<file path="src/hdl/abpg_map.svh">
// constants for the asynchronous bus peripheral glue
`ifndef ABPG_MAP_SVH
`define ABPG_MAP_SVH
// ============================================================
// address decode (word address bits 23:1, local polarity)
`define ABPG_ADDR_W 23
`define ABPG_SEL0_BASE 23'h00_8000
`define ABPG_SEL1_BASE 23'h00_8010
`define ABPG_SEL_MASK 23'h7F_FFF8
// ============================================================
// hold-off timing
`define ABPG_RECOVERY_NS 1750
`define ABPG_CLK_PERIOD_NS 8
`define ABPG_HOLD_CYCLES ((`ABPG_RECOVERY_NS + `ABPG_CLK_PERIOD_NS - 1) / `ABPG_CLK_PERIOD_NS)
`define ABPG_CNT_LOAD 4'h2
`define ABPG_CNT_W 8
// ============================================================
// interrupt acknowledge
`define ABPG_FC_INT_ACK 3'h7
`define ABPG_VECTOR_BASE 8'h40
`define ABPG_VEC_MIN 8'h40
`define ABPG_AUTOVEC_BASE 8'h18
`endif

</file>
<file path="src/hdl/abpg_if.sv">
// processor-side bus between master and glue
`timescale 1ns/1ns
interface abpg_if;
  logic [22:0] addr;
  logic [15:0] wdata;
  logic [15:0] rdata;
  logic read_write;
  logic [2:0] function_code;
  logic address_strobe_n;
  logic upper_byte_strobe_n;
  logic lower_byte_strobe_n;
  logic transfer_ack_n;
  logic autovector_request_n;
  logic [2:0] priority_level_in;
  logic int_ack_cycle_n;
  modport master (
    output addr, wdata, read_write, function_code, address_strobe_n,
    output upper_byte_strobe_n, lower_byte_strobe_n, int_ack_cycle_n,
    input rdata, transfer_ack_n, autovector_request_n, priority_level_in
  );
  modport glue (
    input addr, wdata, read_write, function_code, address_strobe_n,
    input upper_byte_strobe_n, lower_byte_strobe_n, int_ack_cycle_n,
    output rdata, transfer_ack_n, autovector_request_n, priority_level_in
  );
endinterface

</file>
<file path="src/hdl/abpg_glue.sv">
// glue end: chip selects, hold-off counter, acknowledge, interrupt response
// How it works
// - master drives address S1, strobe S2
// - byte strobes S2 read, S4 write
// - master waits whole clocks without acknowledge
// - strobes drop, then acknowledge drops
// - acknowledge cycle puts level on A1-A3
// - autovector request gives vector 25-31
// - vectored acknowledge drives vector, asserts acknowledge
// - acknowledge-cycle signal decoded from function code
// - seven requests encode to three-bit level
// - supplied vectors come from user range
// - first enable selects character and data registers
// - second enable selects command/status, other address
// - raw selects from address and strobe
// - hold enables 219 clocks after trailing edge
// - recovery covers 600 and 1750 ns
// - hold count follows processor clock rate
// - trailing edge sets inhibit, loads 0010
// - counter runs 219 clocks, drops inhibit
// - inhibit release synchronised forms access allowed
// - enables gated by lower byte strobe only
// - access allowed releases acknowledge on next edge
// - second of double access waits full hold
// - invert read/write, reset, address and data
`timescale 1ns/1ns
`include "abpg_map.svh"
module abpg_glue (
  input wire logic CLOCK,
  input wire logic RST,
  abpg_if.glue BUS,
  input wire logic [6:0] INT_REQUEST_N,
  input wire logic [6:0] INT_VECTORED,
  input wire logic [4:0] VECTOR_UPPER,
  output logic CHECKER_CHAR_ENABLE_N,
  output logic CHECKER_CMD_ENABLE_N,
  output logic PERIPH_READ_N,
  output logic PERIPH_RESET_N,
  output logic [22:0] LOCAL_ADDR,
  output logic [15:0] LOCAL_WDATA,
  input wire logic [15:0] LOCAL_RDATA
);
  // ============================================================
  // address decode
  logic [22:0] local_addr_w;
  logic raw_select0_n;
  logic raw_select1_n;
  logic any_select_n;
  logic int_ack;
  logic [2:0] ack_level;
  assign local_addr_w = ~BUS.addr;
  assign int_ack = (BUS.function_code == `ABPG_FC_INT_ACK) && !BUS.address_strobe_n;
  assign raw_select0_n = !(((local_addr_w & `ABPG_SEL_MASK) == `ABPG_SEL0_BASE)
                           && !BUS.address_strobe_n && !int_ack);
  assign raw_select1_n = !(((local_addr_w & `ABPG_SEL_MASK) == `ABPG_SEL1_BASE)
                           && !BUS.address_strobe_n && !int_ack);
  assign any_select_n = raw_select0_n & raw_select1_n;
  assign ack_level = local_addr_w[2:0];
  // ============================================================
  // hold-off counter
  logic inhibit_ff;
  logic nxt_inhibit;
  logic [`ABPG_CNT_W-1:0] count_ff;
  logic [`ABPG_CNT_W-1:0] nxt_count;
  logic access_allowed_ff;
  logic enable_active_ff;
  logic enables_on;
  logic trailing_edge;
  logic counter_terminal_n;
  localparam logic [`ABPG_CNT_W-1:0] LOAD_V = `ABPG_CNT_W'(`ABPG_CNT_LOAD);
  localparam logic [`ABPG_CNT_W-1:0] END_V = `ABPG_CNT_W'(`ABPG_CNT_LOAD + `ABPG_HOLD_CYCLES - 1);
  assign enables_on = access_allowed_ff && !any_select_n && !BUS.lower_byte_strobe_n;
  assign trailing_edge = enable_active_ff && !enables_on;
  assign counter_terminal_n = !(inhibit_ff && count_ff == END_V);
  always_comb begin
    nxt_inhibit = inhibit_ff;
    nxt_count = count_ff;
    if (trailing_edge) begin
      nxt_inhibit = 1'b1;
      nxt_count = LOAD_V;
    end else if (!counter_terminal_n) begin
      nxt_inhibit = 1'b0;
    end else if (inhibit_ff) begin
      nxt_count = count_ff + `ABPG_CNT_W'(1);
    end
  end
  always_ff @(posedge CLOCK) begin
    if (RST) begin
      inhibit_ff <= 1'b0;
      count_ff <= '0;
      access_allowed_ff <= 1'b1;
      enable_active_ff <= 1'b0;
    end else begin
      inhibit_ff <= nxt_inhibit;
      count_ff <= nxt_count;
      access_allowed_ff <= !nxt_inhibit;
      enable_active_ff <= enables_on;
    end
  end
  // ============================================================
  // chip enables and peripheral side
  assign CHECKER_CHAR_ENABLE_N = !(enables_on && !raw_select0_n);
  assign CHECKER_CMD_ENABLE_N = !(enables_on && !raw_select1_n);
  assign PERIPH_READ_N = !BUS.read_write;
  assign PERIPH_RESET_N = !RST;
  assign LOCAL_ADDR = local_addr_w;
  assign LOCAL_WDATA = ~BUS.wdata;
  // ============================================================
  // interrupt response and acknowledge
  logic req_hit;
  logic vectored_hit;
  logic [7:0] vector_w;
  logic ack_ff;
  logic autovec_ff;
  logic [15:0] rdata_ff;
  logic strobes_off;
  // level encode of the seven requests, highest wins
  always_comb begin
    BUS.priority_level_in = 3'h7;
    for (int i = 0; i < 7; i++) begin
      if (!INT_REQUEST_N[i]) begin
        BUS.priority_level_in = ~3'(i + 1);
      end
    end
  end
  assign req_hit = int_ack && (ack_level != 3'h0) && !INT_REQUEST_N[ack_level - 3'h1];
  assign vectored_hit = req_hit && INT_VECTORED[ack_level - 3'h1];
  assign vector_w = ({VECTOR_UPPER, ack_level} < `ABPG_VEC_MIN)
                    ? (`ABPG_VECTOR_BASE | {5'h00, ack_level})
                    : {VECTOR_UPPER, ack_level};
  assign strobes_off = BUS.address_strobe_n && BUS.lower_byte_strobe_n
                       && BUS.upper_byte_strobe_n;
  always_ff @(posedge CLOCK) begin
    if (RST) begin
      ack_ff <= 1'b0;
      autovec_ff <= 1'b0;
      rdata_ff <= '0;
    end else begin
      if (strobes_off) begin
        ack_ff <= 1'b0;
        autovec_ff <= 1'b0;
      end else begin
        ack_ff <= enables_on || (vectored_hit && !BUS.lower_byte_strobe_n);
        autovec_ff <= req_hit && !vectored_hit;
      end
      if (vectored_hit) begin
        rdata_ff <= ~{8'h00, vector_w};
      end else begin
        rdata_ff <= ~LOCAL_RDATA;
      end
    end
  end
  assign BUS.transfer_ack_n = !ack_ff;
  assign BUS.autovector_request_n = !autovec_ff;
  assign BUS.rdata = rdata_ff;
endmodule

</file>
<file path="src/flat_wrapper.sv">
// flat-port wrapper written by rule: the top's interface ports become plain ports
module abpg_glue_flat 
  (CLOCK, RST, INT_REQUEST_N, INT_VECTORED, VECTOR_UPPER, CHECKER_CHAR_ENABLE_N, CHECKER_CMD_ENABLE_N, PERIPH_READ_N, PERIPH_RESET_N, LOCAL_ADDR, LOCAL_WDATA, LOCAL_RDATA, BUS_addr, BUS_wdata, BUS_read_write, BUS_function_code, BUS_address_strobe_n, BUS_upper_byte_strobe_n, BUS_lower_byte_strobe_n, BUS_int_ack_cycle_n, BUS_rdata, BUS_transfer_ack_n, BUS_autovector_request_n, BUS_priority_level_in);
  abpg_if BUS_i ();
  input wire logic CLOCK;
  input wire logic RST;
  input wire logic [6:0] INT_REQUEST_N;
  input wire logic [6:0] INT_VECTORED;
  input wire logic [4:0] VECTOR_UPPER;
  output logic CHECKER_CHAR_ENABLE_N;
  output logic CHECKER_CMD_ENABLE_N;
  output logic PERIPH_READ_N;
  output logic PERIPH_RESET_N;
  output logic [22:0] LOCAL_ADDR;
  output logic [15:0] LOCAL_WDATA;
  input wire logic [15:0] LOCAL_RDATA;
  input wire logic [$bits(BUS_i.addr)-1:0] BUS_addr;
  input wire logic [$bits(BUS_i.wdata)-1:0] BUS_wdata;
  input wire logic [$bits(BUS_i.read_write)-1:0] BUS_read_write;
  input wire logic [$bits(BUS_i.function_code)-1:0] BUS_function_code;
  input wire logic [$bits(BUS_i.address_strobe_n)-1:0] BUS_address_strobe_n;
  input wire logic [$bits(BUS_i.upper_byte_strobe_n)-1:0] BUS_upper_byte_strobe_n;
  input wire logic [$bits(BUS_i.lower_byte_strobe_n)-1:0] BUS_lower_byte_strobe_n;
  input wire logic [$bits(BUS_i.int_ack_cycle_n)-1:0] BUS_int_ack_cycle_n;
  output wire logic [$bits(BUS_i.rdata)-1:0] BUS_rdata;
  output wire logic [$bits(BUS_i.transfer_ack_n)-1:0] BUS_transfer_ack_n;
  output wire logic [$bits(BUS_i.autovector_request_n)-1:0] BUS_autovector_request_n;
  output wire logic [$bits(BUS_i.priority_level_in)-1:0] BUS_priority_level_in;
  assign BUS_i.addr = BUS_addr;
  assign BUS_i.wdata = BUS_wdata;
  assign BUS_i.read_write = BUS_read_write;
  assign BUS_i.function_code = BUS_function_code;
  assign BUS_i.address_strobe_n = BUS_address_strobe_n;
  assign BUS_i.upper_byte_strobe_n = BUS_upper_byte_strobe_n;
  assign BUS_i.lower_byte_strobe_n = BUS_lower_byte_strobe_n;
  assign BUS_i.int_ack_cycle_n = BUS_int_ack_cycle_n;
  assign BUS_rdata = BUS_i.rdata;
  assign BUS_transfer_ack_n = BUS_i.transfer_ack_n;
  assign BUS_autovector_request_n = BUS_i.autovector_request_n;
  assign BUS_priority_level_in = BUS_i.priority_level_in;
  abpg_glue u_core (.CLOCK(CLOCK), .RST(RST), .BUS(BUS_i), .INT_REQUEST_N(INT_REQUEST_N), .INT_VECTORED(INT_VECTORED), .VECTOR_UPPER(VECTOR_UPPER), .CHECKER_CHAR_ENABLE_N(CHECKER_CHAR_ENABLE_N), .CHECKER_CMD_ENABLE_N(CHECKER_CMD_ENABLE_N), .PERIPH_READ_N(PERIPH_READ_N), .PERIPH_RESET_N(PERIPH_RESET_N), .LOCAL_ADDR(LOCAL_ADDR), .LOCAL_WDATA(LOCAL_WDATA), .LOCAL_RDATA(LOCAL_RDATA));
endmodule
</file>
<file path="config.mk">
export PLATFORM = sky130hd
export DESIGN_NAME = abpg_glue_flat
export DESIGN_NICKNAME = d
export VERILOG_FILES = /design/src/hdl/abpg_if.sv /design/src/hdl/abpg_glue.sv /design/src/flat_wrapper.sv
export VERILOG_INCLUDE_DIRS = /design/src /design/src/hdl
export SDC_FILE = /design/constraint.sdc
export NUM_CORES = 1
export LEC_CHECK = 0
export BUFFER_PORTS_ARGS = -buffer_cell sky130_fd_sc_hd__buf_2
export CORE_MARGIN = 2
export CORE_UTILIZATION = 40
export DETAILED_ROUTE_END_ITERATION = 12
export GPL_TIMING_DRIVEN = 0
export MAX_ROUTING_LAYER = met4
export PLACE_DENSITY = 0.86
export REMOVE_ABC_BUFFERS = 1
export SYNTH_ARGS = -nofsm -noshare
export SYNTH_HDL_FRONTEND = slang
export SYNTH_SLANG_ARGS = --single-unit
</file>
<file path="constraint.sdc">
create_clock -name CLOCK -period 4.37 [get_ports CLOCK]
set_input_delay 1.0925 -clock CLOCK [delete_from_list [all_inputs] [get_ports CLOCK]]
set_output_delay 1.0925 -clock CLOCK [all_outputs]
set_load 0.1 [all_outputs]
</file>
### Word-level counts from Yosys, hierarchy flattened

Index checks and enable logic that the tools add are counted.

| storage, ports and cells | value |
|---|---|
| register bits | 29 |
| output and inout bits | 64 |
| logic and storage cells | 82 |
| input bits | 84 |

| operators by class | value |
|---|---|
| bitwise operators | 6 |
| magnitude comparators | 2 |
| add/sub/neg operators | 2 |
| reduce and logical (&&, ||, !) cells | 41 |
| multiplexer cells | 18 |
| equal/unequal tests | 5 |

Operators with widths:

| kind | count |
|---|---|
| == test 20 x 13 -> 1 bit (second input constant) | 2 |
| inverter 16 bit | 2 |
| inverter 23 bit | 1 |
| logical AND 1 bit | 18 |
| zero test 1 bit | 16 |
| 2-to-1 mux 16 bit | 1 |
| inverter 8 -> 16 bit | 1 |
| 2-to-1 mux 3 bit | 4 |
| 2-to-1 mux 2 bit | 5 |
| adder 8 x 1 -> 8 bit (second input constant) | 1 |
| == test 8 bit (second input constant) | 1 |
| less-than comparator 8 x 7 -> 1 bit (second input constant) | 1 |
| 2-to-1 mux 8 bit | 1 |
| binary-select mux 1 bit (select 3 bit) | 2 |
| 2-to-1 mux 1 bit | 5 |
| less-than comparator 3 x 4 -> 1 bit (second input constant) | 1 |
| AND reduction 2 bit | 2 |
| OR reduction 2 bit | 2 |
| == test 3 bit (second input constant) | 1 |
| nonzero test 3 bit | 1 |
| subtractor 3 x 1 -> 3 bit (second input constant) | 1 |
| inequality test 2 x 1 -> 1 bit (second input constant) | 1 |
| nonzero test 2 bit | 1 |
| bitwise AND 1 bit | 1 |
| other kinds (2) | 2 |

### Logic depth before layout (Yosys ltp)

| depth | value |
|---|---|
| depth after elaboration | 13 |
| mapped depth | 8 |
| depth with buffers taken out | 6 |

### Worst setup path before layout

Ideal clock, no wire load.

| path | value |
|---|---|
| kind | input to output |
| from | input port INT_REQUEST_N[1] |
| to | output port BUS_priority_level_in[0] |
| required time | 3278 ps |
| path buffers | 0 |
| slack | -192 ps |
| data arrival time | 3469 ps |
| stages | 5 |
| path through | inv_1 o21ai_0 nand2_1 nand2_1 a21boi_0 |

| between the ends | value |
|---|---|
| longest elaborated chain between the ends | 6 |

Ends and longest elaborated chain:

| item | RTL line | RTL |
|---|---|---|
| start: declaration | flat_wrapper.sv:7 | `input wire logic [6:0] INT_REQUEST_N;` |
| 2-to-1 mux 2 bit (2 in series) | abpg_glue.sv:121 | `if (!INT_REQUEST_N[i]) begin` |
| 2-to-1 mux 3 bit (4 in series) | abpg_glue.sv:121 |  |
| end: declaration | flat_wrapper.sv:28 | `output wire logic [$bits(BUS_i.priority_level_in)-1:0] BUS_priority_level_in;` |

No other way between the ends.

### Worst setup path after layout

| path | value |
|---|---|
| from | input port BUS_addr[15] |
| to | output port CHECKER_CMD_ENABLE_N |

| between the ends | value |
|---|---|
| longest elaborated chain between the ends | 11 |
| elaborated cells between the ends (all ways) | 15 |
| those cells by class | eq/ne (2); bitwise (2); reduce/logical (11) |

Ends and longest elaborated chain:

| item | RTL line | RTL |
|---|---|---|
| start: declaration | flat_wrapper.sv:17 | `input wire logic [$bits(BUS_i.addr)-1:0] BUS_addr;` |
| inverter 23 bit * | abpg_glue.sv:51 | `assign local_addr_w = ~BUS.addr;` |
| == test 20 x 13 -> 1 bit (no source line) | - |  |
| logical AND 1 bit, on equally long branches (2 in series) | abpg_glue.sv:53, abpg_glue.sv:55 |  |
| zero test 1 bit, on equally long branches | abpg_glue.sv:53, abpg_glue.sv:55 |  |
| bitwise AND 1 bit | abpg_glue.sv:57 | `assign any_select_n = raw_select0_n & raw_select1_n;` |
| zero test 1 bit | abpg_glue.sv:72 | `assign enables_on = access_allowed_ff && !any_select_n && !BUS.lower_byte_strobe_n;` |
| logical AND 1 bit (2 in series) | abpg_glue.sv:72 |  |
| logical AND 1 bit * | abpg_glue.sv:103 | `assign CHECKER_CMD_ENABLE_N = !(enables_on && !raw_select1_n);` |
| zero test 1 bit * | abpg_glue.sv:103 |  |
| end: declaration | flat_wrapper.sv:11 | `output logic CHECKER_CMD_ENABLE_N;` |

Every way passes the cells marked *; elsewhere a longest branch is shown, timed or not.

==> metrics <==
Met2 Wirelength about 2.2 mm; Sequential Area roughly 580 sq um; Yosys warning count 0; FF-to-FF path depth 6; initial DRC count 61; sequential area share after synthesis a little over a third; Worst setup EP type output port; Die H approximately 67 um; R2R setup slack between 2000 and 3000 ps; Worst-path clk slew about 60 ps; area delta synth->final 53.5%; Hold Path Sink u_core.count_ff[2]; Min-Delay Startpoint u_core.count_ff[2]; crit start category input pin; post-synth cell types 44; vias post-DR around 1,800; Worst-Skew Late Latency roughly 270 ps; CTS tree built; gpl congestion about 0.79; fin crit period 3430 ps; H-tree Lvls 2; Mean Syn Cell Area about 8.5 sq um; vias in the first global route between 1,500 and 2,000; cells after synthesis between 150 and 200; FF-to-FF Start u_core.count_ff[1]; Switching Fraction 43.7%; Max Used Layer met4; internal cell power between 0.4 and 0.5 mW; Pwr Density approximately 350 nW/um^2; Setup Viol. Count Final 0; number of port buffers between 100 and 150; Die Wd ~67 um; critical path arrival between 2000 and 2500 ps; Multi-input gate area about 810 sq um; DRC viols 0; unrepaired setup endpoints after global routing no; Final Max Tran Viols 0; Post-synth EDFFs 0; Final Util 62.6%; full die area between 4000 and 5000 sq um; hold_buf cts 0; setup bufs post-CTS 0; Post-Synth XOR/XNOR Area 3.82%; TNS Setup 0 ps; largest family of logic cells by synthesized area compound AO/OA/AOI/OAI gates; Max-slew headroom 65.5%; Hold Path Depth 2; clock sinks 29; core footprint 3940 sq um; final hold vios 0; commonest non-fill, non-tap cells in the layout 146 x buf_2, 49 x inv_1, 29 x dfxtp_1, 13 x nand2_1, 11 x nor2_1; outcome complete, no violations; Crit Path Max Fanout 4; grt total ovfl 0; Nets 426; Initial Utilization between 40% and 50%; TritonCTS buffer count 5; Total GRT Usage about a fifth; most common cell after layout, fill and taps aside buf_2; antenna violations before repair 0; M1 wire length around 1.8 mm; Avg WL per Cell around 11 um; Clock power frac roughly 28%; Simple-Gate Fraction of Synth Area between 10% and 20%; leakage ~1.4 nW; FP Rows 23; VDD IR max around 0.38 mV; Clock Tree Buf Depth 2; Flop pwr share between 30% and 40%; reg-to-reg endpoint u_core.count_ff[2]; dpl hpwl roughly 3.6 mm; Yosys reg bits 29; largest net degree at the start of global routing 25; Post-synth top flop dfxtp_1; diodes inserted 0; drt total wl about 4.3 mm; skew final roughly 7 ps; mux contribution to synthesized area between 5 and 6%; Clock Root Buffer clkbuf_8; Synth Area in Compound Gates about a fifth; Async S/R FF share, synth 0%; Crit path required time approximately 3300 ps; I/O Pins 148; share of layout cells above drive strength 1 50.4%; routed wl met3 between 200 and 300 um; PostCTS Resize Cnt 0; Post-Synth Adder-Cell Area 3.12%; Net Sw Power about 0.38 mW; worst setup path class input pin to output port; TritonRoute pass-1 iters 4; synthesized cell area 1610 sq um; Tot Pwr about 0.86 mW; fill cell count about 370; global-route wire length before repair approximately 6.3 mm; Via density 4.53; maxcap violations 0; fin crit share between 70 and 80%; Slew @ Worst Pin around 520 ps; fmax around 0.29 GHz; Hold WC Path Type flip-flop to flip-flop; ANT nets after route 0; combinational share of power approximately two fifths
how the worst max path moves through the flow:
stage,start,end,slack (ps)
after floorplan,INT_REQUEST_N[1],BUS_priority_level_in[0],-190
after global placement,BUS_addr[0],u_core.BUS.rdata[6],820
after detailed placement,BUS_addr[0],u_core.BUS.rdata[6],810
after CTS,BUS_addr[15],CHECKER_CHAR_ENABLE_N,930
after global routing,BUS_addr[15],CHECKER_CHAR_ENABLE_N,820
final,BUS_addr[15],CHECKER_CMD_ENABLE_N,940
cell type report:
type / count / share of cell area (%)
clock buffer: 7 / 3.91
clock inverter: 1 / 0.203
inverter: 49 / 7.46
multi-input combinational: 107 / 32.7
sequential: 29 / 23.5
tap: 50 / 2.54
timing repair buffer: 146 / 29.6
per-layer routing:
layer	vias up	global-route usage (%)
met3	6	5.33
met2	54	30.8
met4	0	6.38
met5	-	-
met1	773	22.5
li1	930	-
worst max-delay path, stage by stage:
cell and delay [ps]:
buf_2 100, nand4b_1 170, nor4_1 280, nand4_1 230, inv_1 120, nand2_1 50, buf_2 280
cell families (layout without fill, tap and decap cells):
group,after synthesis,in the layout
mux,6,6
fa+ha+maj,4,4
compound gates,39,39
flops,29,29
xor+xnor,7,7
simple gates,51,51
buf+inv,54,203
through the flow:
stage	hold slack (ps)	area, sq um	cells	worst slack (ps)
floorplan	467	1570	185	-192
global placement	484	2360	381	817
detailed placement	498	2360	381	808
CTS	510	2470	389	932
global route	548	2470	389	816
finish	510	2470	389	944
cell usage after synthesis (2+ instances only):
cell	number	area (sq um)
a21oi_2	10	87.6
nand4b_1	2	17.5
o21ai_0	2	10.0
nor4_1	2	12.5
buf_6	2	22.5
mux2i_1	3	30.0
xnor2_1	2	17.5
nand2_1	13	48.8
ha_1	4	50.1
xor2_1	5	43.8
inv_1	49	184
o21a_1	3	22.5
a41o_1	7	70.1
nand4_1	4	25.0
dfxtp_1	29	581
nor2_1	11	41.3
nand3_1	5	25.0
a21oi_1	9	45.0
a21o_1	2	15.0
clkbuf_1	2	7.51
sequential cells by signal, summed over array words and instances, names as in the netlist:
register and cells:
u_core.enable_active_ff 1, u_core.inhibit_ff 1, u_core.autovec_ff 1, u_core.BUS.rdata 16
u_core.ack_ff 1, u_core.count_ff 8, u_core.access_allowed_ff 1
power groups by stage:
stage	clock (mW)	sequential [mW]	combinational (mW)
4_1_cts	0.244	0.275	0.350
2_1_floorplan	0	0.343	0.207
6_report	0.237	0.275	0.349
3_3_place_gp	0	0.281	0.347
5_1_grt	0.255	0.276	0.365
3_5_place_dp	0	0.281	0.350
Note: power is estimated with default switching activity, not from simulation.
